[config.mk]
export PLATFORM = sky130hd
export DESIGN_NAME = ppa_phase_adjust
export DESIGN_NICKNAME = d
export VERILOG_FILES = /design/src/design/ppa_pkg.sv /design/src/design/ppa_div_stage.sv /design/src/design/ppa_phase_adjust.sv
export VERILOG_INCLUDE_DIRS = /design/src /design/src/design
export SDC_FILE = /design/constraint.sdc
export NUM_CORES = 1
export LEC_CHECK = 0
export BUFFER_PORTS_ARGS = -buffer_cell sky130_fd_sc_hd__buf_2
export CAP_MARGIN = 20
export CORE_UTILIZATION = 30
export DETAILED_ROUTE_END_ITERATION = 12
export PLACE_DENSITY_LB_ADDON = 0.15
export SLEW_MARGIN = 20
export SYNTH_ARGS = -nofsm -noshare
export SYNTH_HDL_FRONTEND = slang
export SYNTH_HIERARCHICAL = 1
export SYNTH_SLANG_ARGS = --single-unit
[constraint.sdc]
create_clock -name clk -period 9.8 [get_ports clk]
set_input_delay 0.49 -clock clk [delete_from_list [all_inputs] [get_ports clk]]
set_output_delay 0.49 -clock clk [all_outputs]
set_load 0.005 [all_outputs]
[src/design/ppa_defines.svh]
// Register offsets, field positions and reset values of the phase adjust block
`ifndef PPA_DEFINES_SVH
`define PPA_DEFINES_SVH

`define PPA_ADDR_W        4
`define PPA_DATA_W        8
`define PPA_REG_CTRL      4'h0
`define PPA_REG_TRIM      4'h1
`define PPA_REG_NP1       4'h2
`define PPA_REG_NP2       4'h3
`define PPA_REG_NP3       4'h4
`define PPA_REG_FBDIV     4'h5
`define PPA_REG_STATUS    4'h6

`define PPA_CTRL_SLIP     0
`define PPA_CTRL_FBSRC    1
`define PPA_CTRL_MON0     2
`define PPA_CTRL_MON1     3
`define PPA_CTRL_SE_EN    4
`define PPA_CTRL_FINE_EN  5

`define PPA_ST_LOCK       0
`define PPA_ST_DIR        1
`define PPA_ST_PHASE      2
`define PPA_ST_RANGE      3

`define PPA_CTRL_RST      8'h00
`define PPA_TRIM_RST      8'h00
`define PPA_DIV_RST       8'h01
`define PPA_TRIM_W        4

`endif

[src/design/ppa_pkg.sv]
// Types shared by the phase adjust and monitor block
package ppa_pkg;
    typedef enum logic [1:0] {
        PPA_MON_LOCK,
        PPA_MON_RANGE,
        PPA_MON_PHASE,
        PPA_MON_FBCLK
    } ppa_mon_mode_t;
endpackage

[src/design/ppa_div_stage.sv]
// One programmable divider stage of the post divider cascade
`timescale 1ns/100ps
`default_nettype none
module ppa_div_stage #(
    parameter int W = 4
) (
    input  wire logic         clk,
    input  wire logic         rst,
    input  wire logic         tick_in,
    input  wire logic [W-1:0] modulus,
    output logic              tick_out
);
    import ppa_pkg::*;

    logic [W-1:0] cnt_reg;
    logic [W-1:0] cnt_next;
    logic         tick_reg;
    logic         tick_next;

    // Modulus zero behaves as one, so a stage never stalls the chain
    always_comb
    begin
        cnt_next  = cnt_reg;
        tick_next = 1'b0;
        if (tick_in)
        begin
            if ((cnt_reg + {{(W-1){1'b0}}, 1'b1}) >= modulus)
            begin
                cnt_next  = '0;
                tick_next = 1'b1;
            end
            else
            begin
                cnt_next = cnt_reg + {{(W-1){1'b0}}, 1'b1};
            end
        end
    end

    always_ff @(posedge clk or posedge rst)
    begin
        if (rst)
        begin
            cnt_reg  <= '0;
            tick_reg <= 1'b0;
        end
        else
        begin
            cnt_reg  <= cnt_next;
            tick_reg <= tick_next;
        end
    end

    assign tick_out = tick_reg;
endmodule
`default_nettype wire

[src/design/ppa_phase_adjust.sv]
// Post divider, clock gobbler, phase sampling and monitor mux of the clock synthesiser
//
// How it works
// Post divider output keeps nominal 50/50 duty
// Gobbler removes one oscillator pulse before divider
// Each slip rise delays output one period
// Host selects divider input source before slipping
// Feedback source one clocks feedback from output
// Host keeps feedback modulus multiple of post
// Output sampled by feedback clock sets flag
// Host slips until phase flag changes state
// Mode 10 drives phase flag on monitor
// Mode 10 readback bit shows phase flag
// Mode 11 routes feedback divider clock out
// Monitor pin driven only when enable set
// Four-bit coarse trim selects load capacitance
// Fine tuning follows the fine enable bit
// Unlock raises a lock error indication
// Detect oscillator leaving fine tune range
// Capture range direction at loss of lock
// Mode 00 drives pin low when unlocked
// Mode 00 readback bit shows lock status
// Post divider is three cascaded programmable stages
// Mode 01 shows direction, updated on unlock
// Slip bit synchronised, rising edge detected
// Status flags synchronised before readback
//
// Strobed register access and the register addresses are this design's own decisions.
`timescale 1ns/100ps
`default_nettype none
`include "ppa_defines.svh"
module ppa_phase_adjust #(
    parameter int NP_W = 4,
    parameter int FB_W = 8
) (
    input  wire logic                     clk,
    input  wire logic                     rst,
    input  wire logic [`PPA_ADDR_W-1:0]   addr,
    input  wire logic [`PPA_DATA_W-1:0]   wdata,
    input  wire logic                     wr_en,
    input  wire logic                     rd_en,
    output logic      [`PPA_DATA_W-1:0]   rdata,
    input  wire logic                     xtal_lock_in,
    input  wire logic                     tune_high_in,
    input  wire logic                     tune_low_in,
    output logic                          diff_clock_out_p,
    output logic                          diff_clock_out_n,
    output logic                          monitor_pin_out,
    output logic                          monitor_pin_oe,
    output logic      [`PPA_TRIM_W-1:0]   coarse_load_trim,
    output logic                          fine_tune_enable,
    output logic                          lock_error,
    output logic                          range_exceeded
);
    import ppa_pkg::*;

    localparam int TOT_W = 3 * NP_W;

    // Register file
    logic [`PPA_DATA_W-1:0] ctrl_reg, ctrl_next;
    logic [`PPA_TRIM_W-1:0] trim_reg, trim_next;
    logic [NP_W-1:0]        np1_reg, np1_next, np2_reg, np2_next, np3_reg, np3_next;
    logic [FB_W-1:0]        fb_reg, fb_next;
    logic [`PPA_DATA_W-1:0] rdata_reg, rdata_next;

    // Synchronisers and status
    logic       slip_s1_reg, slip_s2_reg, slip_s3_reg;
    logic       lock_s1_reg, lock_s2_reg, lock_d_reg;
    logic       hi_s1_reg, hi_s2_reg, lo_s1_reg, lo_s2_reg;
    logic       phase_s1_reg, phase_s2_reg;
    logic       dir_reg, dir_next;
    logic       lock_err_reg, range_reg;

    // Divider datapath
    logic             vco_tick;
    logic             t1, t2, t3;
    logic [TOT_W-1:0] ph_reg, ph_next;
    logic             clk_out_reg, clk_out_next;
    logic             clk_out_d_reg;
    logic [FB_W-1:0]  fbc_reg, fbc_next;
    logic             fbclk_reg, fbclk_next;
    logic             fbclk_d_reg;
    logic             phase_flag_reg, phase_flag_next;
    logic             fb_src_tick;
    logic             mon_reg, mon_next;
    logic             oe_reg;
    ppa_mon_mode_t    mode;

    function automatic ppa_mon_mode_t decode_mode(input logic [1:0] sel);
        ppa_mon_mode_t m;
        m = PPA_MON_LOCK;
        if (sel == 2'b01)
            m = PPA_MON_RANGE;
        else if (sel == 2'b10)
            m = PPA_MON_PHASE;
        else if (sel == 2'b11)
            m = PPA_MON_FBCLK;
        return m;
    endfunction

    // Zero moduli count as one
    function automatic logic [TOT_W-1:0] eff_mod(input logic [NP_W-1:0] v);
        return (v == '0) ? TOT_W'(1) : TOT_W'(v);
    endfunction

    assign mode = decode_mode({ctrl_reg[`PPA_CTRL_MON1], ctrl_reg[`PPA_CTRL_MON0]});

    // Register writes; read data stands one cycle after the strobe
    always_comb
    begin
        ctrl_next  = ctrl_reg;
        trim_next  = trim_reg;
        np1_next   = np1_reg;
        np2_next   = np2_reg;
        np3_next   = np3_reg;
        fb_next    = fb_reg;
        rdata_next = '0;
        if (wr_en)
        begin
            if (addr == `PPA_REG_CTRL)
                ctrl_next = wdata;
            else if (addr == `PPA_REG_TRIM)
                trim_next = wdata[`PPA_TRIM_W-1:0];
            else if (addr == `PPA_REG_NP1)
                np1_next = wdata[NP_W-1:0];
            else if (addr == `PPA_REG_NP2)
                np2_next = wdata[NP_W-1:0];
            else if (addr == `PPA_REG_NP3)
                np3_next = wdata[NP_W-1:0];
            else if (addr == `PPA_REG_FBDIV)
                fb_next = wdata[FB_W-1:0];
        end
        if (rd_en)
        begin
            if (addr == `PPA_REG_CTRL)
            begin
                rdata_next = ctrl_reg;
                case (mode)
                    PPA_MON_LOCK:  rdata_next[`PPA_CTRL_MON1] = lock_s2_reg;
                    PPA_MON_RANGE: rdata_next[`PPA_CTRL_MON1] = dir_reg;
                    PPA_MON_PHASE: rdata_next[`PPA_CTRL_MON1] = phase_s2_reg;
                    default:       rdata_next[`PPA_CTRL_MON1] = ctrl_reg[`PPA_CTRL_MON1];
                endcase
            end
            else if (addr == `PPA_REG_TRIM)
                rdata_next = `PPA_DATA_W'(trim_reg);
            else if (addr == `PPA_REG_NP1)
                rdata_next = `PPA_DATA_W'(np1_reg);
            else if (addr == `PPA_REG_NP2)
                rdata_next = `PPA_DATA_W'(np2_reg);
            else if (addr == `PPA_REG_NP3)
                rdata_next = `PPA_DATA_W'(np3_reg);
            else if (addr == `PPA_REG_FBDIV)
                rdata_next = `PPA_DATA_W'(fb_reg);
            else if (addr == `PPA_REG_STATUS)
            begin
                rdata_next[`PPA_ST_LOCK]  = lock_s2_reg;
                rdata_next[`PPA_ST_DIR]   = dir_reg;
                rdata_next[`PPA_ST_PHASE] = phase_s2_reg;
                rdata_next[`PPA_ST_RANGE] = range_reg;
            end
        end
    end

    always_ff @(posedge clk or posedge rst)
    begin
        if (rst)
        begin
            ctrl_reg  <= `PPA_CTRL_RST;
            trim_reg  <= `PPA_TRIM_W'(`PPA_TRIM_RST);
            np1_reg   <= NP_W'(`PPA_DIV_RST);
            np2_reg   <= NP_W'(`PPA_DIV_RST);
            np3_reg   <= NP_W'(`PPA_DIV_RST);
            fb_reg    <= FB_W'(`PPA_DIV_RST);
            rdata_reg <= '0;
        end
        else
        begin
            ctrl_reg  <= ctrl_next;
            trim_reg  <= trim_next;
            np1_reg   <= np1_next;
            np2_reg   <= np2_next;
            np3_reg   <= np3_next;
            fb_reg    <= fb_next;
            rdata_reg <= rdata_next;
        end
    end

    // Gobbler: the slip bit rise removes exactly one oscillator tick
    assign vco_tick = ~(slip_s2_reg & ~slip_s3_reg);

    // Three cascaded stages, overall modulus is their product
    ppa_div_stage #(.W(NP_W)) u_np1 (
        .clk      (clk),
        .rst      (rst),
        .tick_in  (vco_tick),
        .modulus  (np1_reg),
        .tick_out (t1)
    );
    ppa_div_stage #(.W(NP_W)) u_np2 (
        .clk      (clk),
        .rst      (rst),
        .tick_in  (t1),
        .modulus  (np2_reg),
        .tick_out (t2)
    );
    ppa_div_stage #(.W(NP_W)) u_np3 (
        .clk      (clk),
        .rst      (rst),
        .tick_in  (t2),
        .modulus  (np3_reg),
        .tick_out (t3)
    );

    // Duty counter restarts on each cascade wrap; odd moduli get the extra tick high,
    // so duty is nominal within one oscillator period
    always_comb
    begin
        logic [TOT_W-1:0] tot;
        tot          = TOT_W'(eff_mod(np1_reg) * eff_mod(np2_reg) * eff_mod(np3_reg));
        ph_next      = ph_reg;
        clk_out_next = clk_out_reg;
        if (t3)
            ph_next = '0;
        else if (vco_tick && (ph_reg != {TOT_W{1'b1}}))
            ph_next = ph_reg + TOT_W'(1);
        clk_out_next = (ph_next < ((tot + TOT_W'(1)) >> 1));
    end

    // Feedback divider source: gobbled input or post divider output
    assign fb_src_tick = ctrl_reg[`PPA_CTRL_FBSRC] ? t3 : vco_tick;

    always_comb
    begin
        fbc_next        = fbc_reg;
        fbclk_next      = fbclk_reg;
        phase_flag_next = phase_flag_reg;
        if (fb_src_tick)
        begin
            if ((fbc_reg + FB_W'(1)) >= fb_reg)
            begin
                fbc_next   = '0;
                fbclk_next = 1'b1;
            end
            else
            begin
                fbc_next = fbc_reg + FB_W'(1);
                if (fbc_reg + FB_W'(1) >= (fb_reg >> 1))
                    fbclk_next = 1'b0;
            end
        end
        // Flag follows the output level seen at each feedback rising edge
        if (fbclk_reg && !fbclk_d_reg)
            phase_flag_next = clk_out_d_reg;
    end

    // Monitor mux; pin released when single ended output is off
    always_comb
    begin
        case (mode)
            PPA_MON_LOCK:  mon_next = lock_s2_reg;
            PPA_MON_RANGE: mon_next = dir_reg;
            PPA_MON_PHASE: mon_next = phase_flag_reg;
            default:       mon_next = fbclk_reg;
        endcase
        dir_next = dir_reg;
        if (lock_d_reg && !lock_s2_reg)
            dir_next = hi_s2_reg;
    end

    always_ff @(posedge clk or posedge rst)
    begin
        if (rst)
        begin
            ph_reg         <= '0;
            clk_out_reg    <= 1'b0;
            clk_out_d_reg  <= 1'b0;
            fbc_reg        <= '0;
            fbclk_reg      <= 1'b0;
            fbclk_d_reg    <= 1'b0;
            phase_flag_reg <= 1'b0;
            mon_reg        <= 1'b0;
            oe_reg         <= 1'b0;
            dir_reg        <= 1'b0;
        end
        else
        begin
            ph_reg         <= ph_next;
            clk_out_reg    <= clk_out_next;
            clk_out_d_reg  <= clk_out_reg;
            fbc_reg        <= fbc_next;
            fbclk_reg      <= fbclk_next;
            fbclk_d_reg    <= fbclk_reg;
            phase_flag_reg <= phase_flag_next;
            mon_reg        <= mon_next;
            oe_reg         <= ctrl_reg[`PPA_CTRL_SE_EN];
            dir_reg        <= dir_next;
        end
    end

    // Two-flop synchronisers; first stages feed only the second
    always_ff @(posedge clk or posedge rst)
    begin
        if (rst)
        begin
            slip_s1_reg  <= 1'b0;
            slip_s2_reg  <= 1'b0;
            slip_s3_reg  <= 1'b0;
            lock_s1_reg  <= 1'b0;
            lock_s2_reg  <= 1'b0;
            lock_d_reg   <= 1'b0;
            hi_s1_reg    <= 1'b0;
            hi_s2_reg    <= 1'b0;
            lo_s1_reg    <= 1'b0;
            lo_s2_reg    <= 1'b0;
            phase_s1_reg <= 1'b0;
            phase_s2_reg <= 1'b0;
            lock_err_reg <= 1'b0;
            range_reg    <= 1'b0;
        end
        else
        begin
            slip_s1_reg  <= ctrl_reg[`PPA_CTRL_SLIP];
            slip_s2_reg  <= slip_s1_reg;
            slip_s3_reg  <= slip_s2_reg;
            lock_s1_reg  <= xtal_lock_in;
            lock_s2_reg  <= lock_s1_reg;
            lock_d_reg   <= lock_s2_reg;
            hi_s1_reg    <= tune_high_in;
            hi_s2_reg    <= hi_s1_reg;
            lo_s1_reg    <= tune_low_in;
            lo_s2_reg    <= lo_s1_reg;
            phase_s1_reg <= phase_flag_reg;
            phase_s2_reg <= phase_s1_reg;
            lock_err_reg <= ~lock_s2_reg;
            range_reg    <= hi_s2_reg | lo_s2_reg;
        end
    end

    always_ff @(posedge clk or posedge rst)
    begin
        if (rst)
        begin
            diff_clock_out_p <= 1'b0;
            diff_clock_out_n <= 1'b1;
            coarse_load_trim <= '0;
            fine_tune_enable <= 1'b0;
        end
        else
        begin
            diff_clock_out_p <= clk_out_reg;
            diff_clock_out_n <= ~clk_out_reg;
            coarse_load_trim <= trim_reg;
            fine_tune_enable <= ctrl_reg[`PPA_CTRL_FINE_EN];
        end
    end

    assign rdata           = rdata_reg;
    assign monitor_pin_out = mon_reg;
    assign monitor_pin_oe  = oe_reg;
    assign lock_error      = lock_err_reg;
    assign range_exceeded  = range_reg;
endmodule
`default_nettype wire

==> results.json, run 1 <==
{
  "cts_tree": "done",
  "combPwrFrac": 0.537,
  "floorplan.initialDensity": 0.308,
  "yosysUniqueCellTypes": 59,
  "clock-root-buffer": "clkbuf_16",
  "place_ws_ns": 2.99,
  "grtUsageTotal": 0.138,
  "overflow": 0,
  "max_freq_ghz": 0.149,
  "period_share": 0.687,
  "grt_max_degree": 74,
  "largest_reg_flops": 12,
  "setup_viol": 0,
  "clock_skew_ns": 0.0114,
  "insertion_delay_ns": 0.36,
  "holdBufCountCts": 0,
  "final_area_mm2": 0.00760,
  "pwr-share-seq": 0.293,
  "syn_to_final_growth_pct": 12.0,
  "yosysSeqAreaShare": 0.381,
  "vias": 4866,
  "htreeDepth": 3,
  "ys_seq_elements": 103,
  "hold_viol": 0,
  "cts_resized": 0,
  "power_switching_uw": 952,
  "nets": 806,
  "dr.pass1.iters": 4,
  "ys.flop_type": "dfrtp_1",
  "relSlewSlack": 0.303,
  "netSwitchingFraction": 0.432,
  "rsz0062_at_grt": "false",
  "netlist_instances": 664,
  "r2r_end": "clk_out_reg",
  "timing.rr.start": "np1_reg[3]",
  "drt-total-wl_um": 15100,
  "die_x_um": 152,
  "p_leak_nw": 3.55,
  "grt_pass1_vias": 5032,
  "drive_gt1_frac": 0.172,
  "synth.avg_cell_area_um2": 10.2,
  "start_kind": "flop",
  "maxCapViolCount": 0,
  "worst_pin_slew_ns": 1.04,
  "gp_congestion": 0.812,
  "synth-edff-count": 0,
  "fin_cells": 985,
  "outcome": "completed",
  "r2r_slack_ns": 3.07,
  "path_clk_slew_ns": 0.09,
  "max-vdd-ir-drop_v": 0.000119,
  "clockBufferDepth": 2,
  "clkPwrFrac": 0.170,
  "p_int_mw": 1.25,
  "wl_per_cell_um": 15.3,
  "arrival_ns": 7.00,
  "setup_ws_ns": 3.07,
  "die_h_um": 152,
  "fin_crit_ns": 6.73,
  "rr_worst_depth": 26,
  "hold_ws_ns": 0.0896,
  "placed_area_mm2": 0.00728,
  "io_buffer_count": 37,
  "place.detailed.hpwl_um": 11600,
  "crit_fanout": 8,
  "grt_pass1_wl_um": 25600,
  "drc": 0,
  "n_antenna_cell": 0,
  "fp-row-count": 54,
  "dp.cells": 969,
  "finalMaxSlewViolations": 0,
  "synth.net_count": 770,
  "dr.first_iter.drc_count": 228,
  "ios": 38,
  "power_density_mw_per_mm2": 290,
  "fin_setup_tns_ns": 0,
  "dieArea_mm2": 0.0232,
  "core_mm2": 0.0220,
  "cts.sinks": 103,
  "grt_antenna_before_repair": 0,
  "cts.repair_timing.setup_buffer_count": 0,
  "async_reset_ff_frac": 1.00,
  "path_class": "reg2reg",
  "vias_per_cell": 4.94,
  "endpoint_kind": "flop",
  "yosys_warnings": 6,
  "cts_buffers": 9,
  "hp-class": "in2async",
  "cp.required_ns": 10.06,
  "drtAntennaViolNets": 0,
  "netlist_area_mm2": 0.00679
}
routing by layer:
| layer | vias to the layer above | wire length (um) | track usage |
|---|---|---|---|
| met5 | - | 0 | 0 |
| met4 | 0 | 130 | 0.0356 |
| met1 | 2411 | 7510 | 0.190 |
| met2 | 53 | 7010 | 0.221 |
| li1 | 2394 | - | - |
| met3 | 8 | 437 | 0.0284 |
placed cells by master, fill, tap and decap left out, drive strengths merged, types with 10 or more instances in the layout:
cell type / n
ha: 71
dfrtp: 98
nor3: 10
xor2: 16
inv: 58
nor2: 43
a21oi: 25
and2: 31
nand3: 20
o21ai: 21
mux2: 34
nor2b: 29
nand2b: 11
buf: 38
mux2i: 10
fa: 16
xnor2: 14
nand2: 47
kinds of logic (layout without fill, tap and decap cells):
family,count (synthesis),after routing,share of synthesized area
xor+xnor,30,30,0.0387
buf+inv,70,111,0.0391
fa+ha+maj,87,87,0.178
mux,44,44,0.0712
flops,103,103,0.381
compound gates,114,114,0.127
simple gates,216,216,0.166
stage by stage:
stage	power, mW	utilization
6_report	2.21	0.345
5_1_grt	2.44	0.345
4_1_cts	2.24	0.345
3_5_place_dp	1.84	0.331
3_3_place_gp	1.80	0.331
2_1_floorplan	1.55	-
final cells by class:
cell class	count	area (um^2)
fill	2259	14400
clock inverter	7	93.8
multi-input combinational	491	3940
sequential	103	2580
tap	280	350
timing repair buffer	38	193
inverter	57	215
clock buffer	9	225
how the worst max path moves through the flow:
stage | startpoint | end | cells past startpoint
6_report | np1_reg[3] | clk_out_reg | 26
5_1_grt | np1_reg[3] | clk_out_reg | 26
4_1_cts | np1_reg[3] | clk_out_reg | 26
3_5_place_dp | np1_reg[3] | clk_out_reg | 26
3_3_place_gp | np1_reg[3] | clk_out_reg | 26
2_1_floorplan | np1_reg[3] | clk_out_reg | 26
worst max-delay path: stages (launching register included):
cell,delay [ns]
dfrtp_1,0.46
nor3_1,0.29
o21ai_0,0.16
fa_1,0.55
inv_1,0.05
fa_1,0.52
fa_1,0.47
a21oi_1,0.16
nor2_1,0.05
nor2_1,0.11
xnor2_1,0.13
and2_1,0.20
fa_1,0.48
inv_1,0.06
fa_1,0.53
inv_1,0.04
ha_1,0.23
nor4_1,0.30
o211ai_1,0.16
a31o_2,0.26
a21oi_1,0.17
xor2_1,0.17
ha_1,0.27
a2111oi_0,0.37
o221a_2,0.26
nor2_1,0.04
a211oi_1,0.17
Yosys cell counts (all sizes together) (2+ instances only):
library cell	n	share of area
a2111oi	6	0.017
a211o	6	0.0083
a211oi	2	0.0022
a21boi	2	0.0022
a21o	6	0.0068
a21oi	25	0.018
a221o	3	0.0044
a22oi	5	0.0055
a31o	8	0.010
and2	31	0.029
and3	3	0.0028
and4	2	0.0029
buf	3	0.0020
clkbuf	10	0.0055
dfrtp	98	0.36
dfstp	5	0.019
fa	16	0.047
ha	71	0.13
inv	57	0.032
mux2	34	0.056
mux2i	10	0.015
nand2	47	0.026
nand2b	11	0.010
nand3	20	0.015
nand3b	2	0.0022
nand4	6	0.0055
nor2	43	0.024
nor2b	29	0.028
nor3	10	0.0074
nor3b	5	0.0055
nor4	2	0.0018
o211ai	4	0.0044
o21a	7	0.0077
o21ai	21	0.015
o21bai	2	0.0022
o221a	4	0.0066
o22ai	3	0.0028
o31a	2	0.0026
o31ai	2	0.0022
or2	2	0.0018
xnor2	14	0.018
xor2	16	0.021
power groups by stage:
stage          combinational, mW  sequential (mW)  clock (mW)
2_1_floorplan              0.940            0.608           0
5_1_grt                     1.36            0.667       0.410
4_1_cts                     1.20            0.649       0.393
6_report                    1.19            0.647       0.374
3_3_place_gp                1.15            0.651           0
3_5_place_dp                1.19            0.655           0
(Power assumes the default switching activity.)
==> run 2, diff against run 1 <==
==> constraint.sdc (replaced) <==
create_clock -name clk -period 5.6 [get_ports clk]
set_input_delay 0.28 -clock clk [delete_from_list [all_inputs] [get_ports clk]]
set_output_delay 0.28 -clock clk [all_outputs]
set_load 0.005 [all_outputs]
==> run 2 against run 1 <==
The run now ends with setup timing left. Flip-flop and latch count stayed put. Sequential share of layout area down 1.4 points. First-iteration DRC count shrank 5.3%. Sequential power rose by 72%. Clock power grew 67%. Via count increased by 1.3%. Clock skew decreased by 0.0033 ns. Final cell count rose by 3.5%. Cell area up 4.2%. Non-clock buffer count up 34. Utilization grew 1.4 points. Hold slack got worse by 0.064 ns. Highest routed layer unchanged.
==> results.json, run 2 (synthesis gave the netlist of run 1 again) <==
{
  "outcome": "finished, violations left",
  "violations": "setup timing",
  "period_share": 1.06,
  "crit_top_cell": "fa_1",
  "grtUsageTotal": 0.137,
  "largest_reg_flops": 12,
  "slowest_stage": "fa_1",
  "final_common_cell": "dfrtp_1",
  "grt_pass1_vias": 5144,
  "endpoint_kind": "flop",
  "clock_skew_ns": 0.00813,
  "path_clk_slew_ns": 0.08,
  "multiInputGateArea_mm2": 0.00403,
  "cp.required_ns": 5.86,
  "critPathBufInv": 3,
  "gp_congestion": 0.818,
  "grt_max_degree": 65,
  "grt.met3_usage": 0.0256,
  "core_mm2": 0.0220,
  "max_freq_ghz": 0.169,
  "top_usage_layer": "met2",
  "overflow": 0,
  "clock-root-buffer": "clkbuf_16",
  "grt_antenna_before_repair": 0,
  "p_leak_nw": 3.73,
  "cts.sinks": 103,
  "drtAntennaViolNets": 0,
  "maxCapViolCount": 0,
  "drt-total-wl_um": 15300,
  "drive_gt1_frac": 0.223,
  "nets": 840,
  "hold_start": "tune_low_in",
  "die_h_um": 152,
  "worst_pin_slew_ns": 1.08,
  "htreeDepth": 3,
  "setup_viol": 1,
  "pwr-share-seq": 0.271,
  "clkPwrFrac": 0.152,
  "use_met2": 0.227,
  "hp-class": "in2reg",
  "place_ws_ns": -0.594,
  "timing.rr.start": "np1_reg[3]",
  "arrival_ns": 6.19,
  "rsz0062_at_grt": "true",
  "io_buffer_count": 37,
  "finalMaxSlewViolations": 0,
  "n_antenna_cell": 0,
  "hold_viol": 0,
  "insertion_delay_ns": 0.35,
  "start_kind": "flop",
  "path_class": "reg2reg",
  "clockBufferDepth": 2,
  "combPwrFrac": 0.577,
  "p_int_mw": 2.42,
  "setup_ws_ns": -0.328,
  "cts_tree": "done",
  "die_x_um": 152,
  "power_density_mw_per_mm2": 519,
  "max-vdd-ir-drop_v": 0.000205,
  "fp-row-count": 54,
  "final_cell_mix": "98 x dfrtp_1, 68 x ha_1, 56 x inv_1, 46 x nand2_1, 43 x nor2_1",
  "critPathTopFamily": "adder cells",
  "crit_fanout": 4,
  "r2r_slack_ns": -0.33,
  "path_cells": "nor3_2, o21ai_1, fa_1, inv_1, fa_1, fa_2, and2_1, fa_1, inv_1, fa_1, inv_1, ha_1, o21a_1, o31a_1, or4b_4, and4_4, a2111oi_2, ha_1, a21oi_1, nor2_1, a211oi_1",
  "regArea_mm2": 0.00258,
  "dieArea_mm2": 0.0232,
  "drc": 0,
  "power_switching_mw": 1.69,
  "relSlewSlack": 0.276,
  "cts_buffers": 9,
  "rr_worst_depth": 21,
  "max_stage_delay_ns": 0.55,
  "dr.first_iter.drc_count": 216,
  "fin_crit_ns": 5.93,
  "place.detailed.hpwl_um": 11900,
  "wl_per_cell_um": 15.0,
  "floorplan.initialDensity": 0.308,
  "r2r_end": "clk_out_reg",
  "path_depth": 21,
  "fill_cells": 2243,
  "whs_path_depth": 1,
  "vias_per_cell": 4.84,
  "netSwitchingFraction": 0.411,
  "dr.pass1.iters": 5,
  "ios": 38,
  "vias": 4927,
  "whs_endpoint": "lo_s1_reg",
  "syn_to_final_growth_pct": 16.7,
  "grt_use_met1": 0.187,
  "grt_pass1_wl_um": 25800,
  "hold_ws_ns": 0.0252
}
==> run 2: area by class of cell <==
type / count / share of cell area
clock buffers: 10 / 0.0289
clock inverters: 6 / 0.00774
inverters: 57 / 0.0272
multi-input cells: 491 / 0.509
flip-flops and latches: 103 / 0.326
well taps: 280 / 0.0442
repair buffers: 72 / 0.0569
==> run 2: per-layer routing <==
| metal | up-vias | part of all wire |
|---|---|---|
| met5 | - | 0 |
| li1 | 2456 | - |
| met4 | 0 | 0.0078 |
| met3 | 11 | 0.034 |
| met1 | 2386 | 0.49 |
| met2 | 74 | 0.47 |
==> run 2: metrics by stage <==
stage | setup TNS (ns) | cell area, um^2 | std cells | power [mW] | utilization
after floorplan | -0.176 | 6830 | 664 | 2.75 | -
after global placement | -0.358 | 7560 | 1000 | 3.41 | 0.343
after detailed placement | -0.594 | 7560 | 1000 | 3.47 | 0.343
after CTS | -0.447 | 7880 | 1018 | 4.16 | 0.358
after global routing | -0.746 | 7920 | 1019 | 4.56 | 0.360
final | -0.328 | 7920 | 1019 | 4.11 | 0.360
==> run 2: worst max-delay path by stage <==
stage	start	endpoint
floorplan	np1_reg[1]	clk_out_reg
global placement	np1_reg[1]	clk_out_reg
detailed placement	np1_reg[2]	clk_out_reg
CTS	np1_reg[3]	clk_out_reg
global route	np1_reg[3]	clk_out_reg
finish	np1_reg[3]	clk_out_reg
==> run 2: power groups by stage <==
stage	clock network [mW]	logic (mW)	registers [mW]
2_1_floorplan	0	1.68	1.07
3_3_place_gp	0	2.29	1.12
3_5_place_dp	0	2.35	1.13
4_1_cts	0.654	2.39	1.12
5_1_grt	0.678	2.74	1.14
6_report	0.624	2.37	1.11
==> run 2: repair_timing <==
| item | in CTS | in global routing |
|---|---|---|
| buffers inserted | 1 | 1 |
| hold endpoints to repair | 39 | 0 |
| pin swaps | 9 | 5 |
| endpoints found under the setup margin | 1 | 1 |
| resized for setup | 3 | 3 |
| hold buffers | 1 | 0 |
==> run 3, diff against run 2 <==
--- a/config.mk
+++ b/config.mk
@@ -8,6 +8,8 @@
 export LEC_CHECK = 0
 export BUFFER_PORTS_ARGS = -buffer_cell sky130_fd_sc_hd__buf_2
 export CAP_MARGIN = 20
+export CELL_PAD_IN_SITES_DETAIL_PLACEMENT = 0
+export CELL_PAD_IN_SITES_GLOBAL_PLACEMENT = 1
 export CORE_UTILIZATION = 30
 export DETAILED_ROUTE_END_ITERATION = 12
 export PLACE_DENSITY_LB_ADDON = 0.15
==> run 3 against run 2 <==
The flow still finishes with violations (setup timing). Sequential share of layout area shrank 0.26 points. Setup slack lost 0.085 ns. Combinational power grew 2%. Count of clock-buffer cells in the layout shrank 1. Non-clock buffer count grew 6. Largest power group unchanged.
==> results.json, run 3 (synthesis gave the netlist of run 1 again) <==
{
  "grt_pass1_vias": 5101,
  "dp.cells": 1004,
  "path_depth": 25,
  "period_share": 1.07,
  "p_leak_nw": 3.76,
  "core_mm2": 0.0220,
  "rr_worst_depth": 25,
  "fin_crit_ns": 6.01,
  "timing.rr.start": "np1_reg[2]",
  "path_clk_slew_ns": 0.08,
  "fp-row-count": 54,
  "fin_cells": 1025,
  "overflow": 0,
  "endpoint_kind": "flop",
  "cts.sinks": 103,
  "max_stage_delay_ns": 0.51,
  "start_kind": "flop",
  "dieArea_mm2": 0.0232,
  "max_freq_ghz": 0.166,
  "setup_viol": 1,
  "rsz0062_at_grt": "true",
  "gp_congestion": 0.783,
  "floorplan.initialDensity": 0.308,
  "hp-class": "in2reg",
  "syn_to_final_growth_pct": 17.6,
  "arrival_ns": 6.29,
  "wl_per_cell_um": 15.2,
  "slowest_stage": "fa_1",
  "hold_ws_ns": 0.0248,
  "whs_path_depth": 1,
  "wl_met2_um": 7310,
  "ios": 38,
  "htreeDepth": 3,
  "clock-root-buffer": "clkbuf_16",
  "vias": 4915,
  "io_buffer_count": 37,
  "die_h_um": 152,
  "drc": 0,
  "clockBufferDepth": 2,
  "final_cell_mix": "98 x dfrtp_1, 68 x ha_1, 56 x inv_1, 46 x nand2_1, 43 x nor2_1",
  "crit_fanout": 3,
  "outcome": "finished, violations left",
  "drtAntennaViolNets": 0,
  "grt_max_degree": 64,
  "path_class": "reg2reg",
  "violations": "setup timing",
  "max-vdd-ir-drop_v": 0.000217,
  "drt-total-wl_um": 15600,
  "insertion_delay_ns": 0.35,
  "maxCapViolCount": 0,
  "drive_gt1_frac": 0.228,
  "place.detailed.hpwl_um": 12100,
  "wl_met1_um": 7780,
  "finalMaxSlewViolations": 0,
  "worst_pin_slew_ns": 1.07,
  "n_antenna_cell": 0,
  "setup_ws_ns": -0.413,
  "clock_skew_ns": 0.00790,
  "dr_wl_met3_um": 357,
  "cp.required_ns": 5.87,
  "final_area_mm2": 0.00799,
  "grt_antenna_before_repair": 0,
  "hold_viol": 0,
  "cts_buffers": 9,
  "fin_setup_tns_ns": -0.413,
  "grt_pass1_wl_um": 26300,
  "critPathBufInv": 3,
  "die_x_um": 152,
  "power_density_mw_per_mm2": 527,
  "dr.first_iter.drc_count": 186,
  "highest_layer": "met4",
  "largest_reg_flops": 12,
  "placed_area_mm2": 0.00759,
  "dr.pass1.iters": 4,
  "nets": 846,
  "crit_top_cell": "fa_1",
  "relSlewSlack": 0.283,
  "vias_per_cell": 4.80,
  "cts_tree": "done",
  "critPathTopFamily": "adder cells",
  "hold_start": "tune_low_in",
  "startpoint": "np1_reg[2]",
  "final_common_cell": "dfrtp_1",
  "grtUsageTotal": 0.142
}
run 3: worst register-to-register path: cells and delay by family, from the launching register on:
kind / cells / cell delay [ns]
adder cells (fa/ha/maj): 7 / 2.73
AO/OA/AOI/OAI: 9 / 1.70
AND/OR/NAND/NOR: 4 / 0.68
flip-flops: 1 / 0.41
XOR/XNOR: 2 / 0.28
buffers and inverters: 3 / 0.15
run 3: area by class of cell:
type	instances	area [um^2]
Clock buffer	9	225
Clock inverter	7	101
Fill cell	2203	14000
Inverter	57	215
Multi-Input combinational cell	491	4010
Sequential cell	103	2580
Tap cell	280	350
Timing Repair Buffer	78	498
run 3: power by group:
group	internal (mW)	switching, mW
combinational	1.20	1.21
sequential	0.927	0.187
clock	0.361	0.324
run 3: path summary, 6_finish.rpt:
| kind | end | slack, ns |
|---|---|---|
| hold reg to reg | hi_s2_reg | 0.35 |
| setup / recovery | clk_out_reg | -0.41 |
| hold / removal | lo_s1_reg | 0.02 |
| min in group asynchronous | u_np1/cnt_reg[2] | 0.42 |
| setup reg to reg | clk_out_reg | -0.41 |
| max in group asynchronous | ph_reg[11] | 3.89 |
run 3: routing by layer:
metal | vias to the layer above | global-route usage
met1 | 2382 | 0.187
met3 | 12 | 0.0301
met4 | 0 | 0.0298
met5 | - | 0
met2 | 46 | 0.238
li1 | 2475 | -
run 3: timing repair:
item / 4_1_cts / 5_1_grt
endpoints found under the setup margin: 1 / 1
pin swaps: 4 / 3
hold buffers: 1 / 1
buffers inserted: 2 / 1
resized for setup: 3 / 2
hold endpoints to repair: 40 / 1
run 3: stage by stage:
stage,setup WS (ns),utilization,power (mW)
after floorplan,-0.176,-,2.75
after global placement,-0.333,0.344,3.46
after detailed placement,-0.547,0.344,3.49
after CTS,-0.422,0.362,4.24
after global routing,-0.749,0.363,4.66
final,-0.413,0.363,4.21
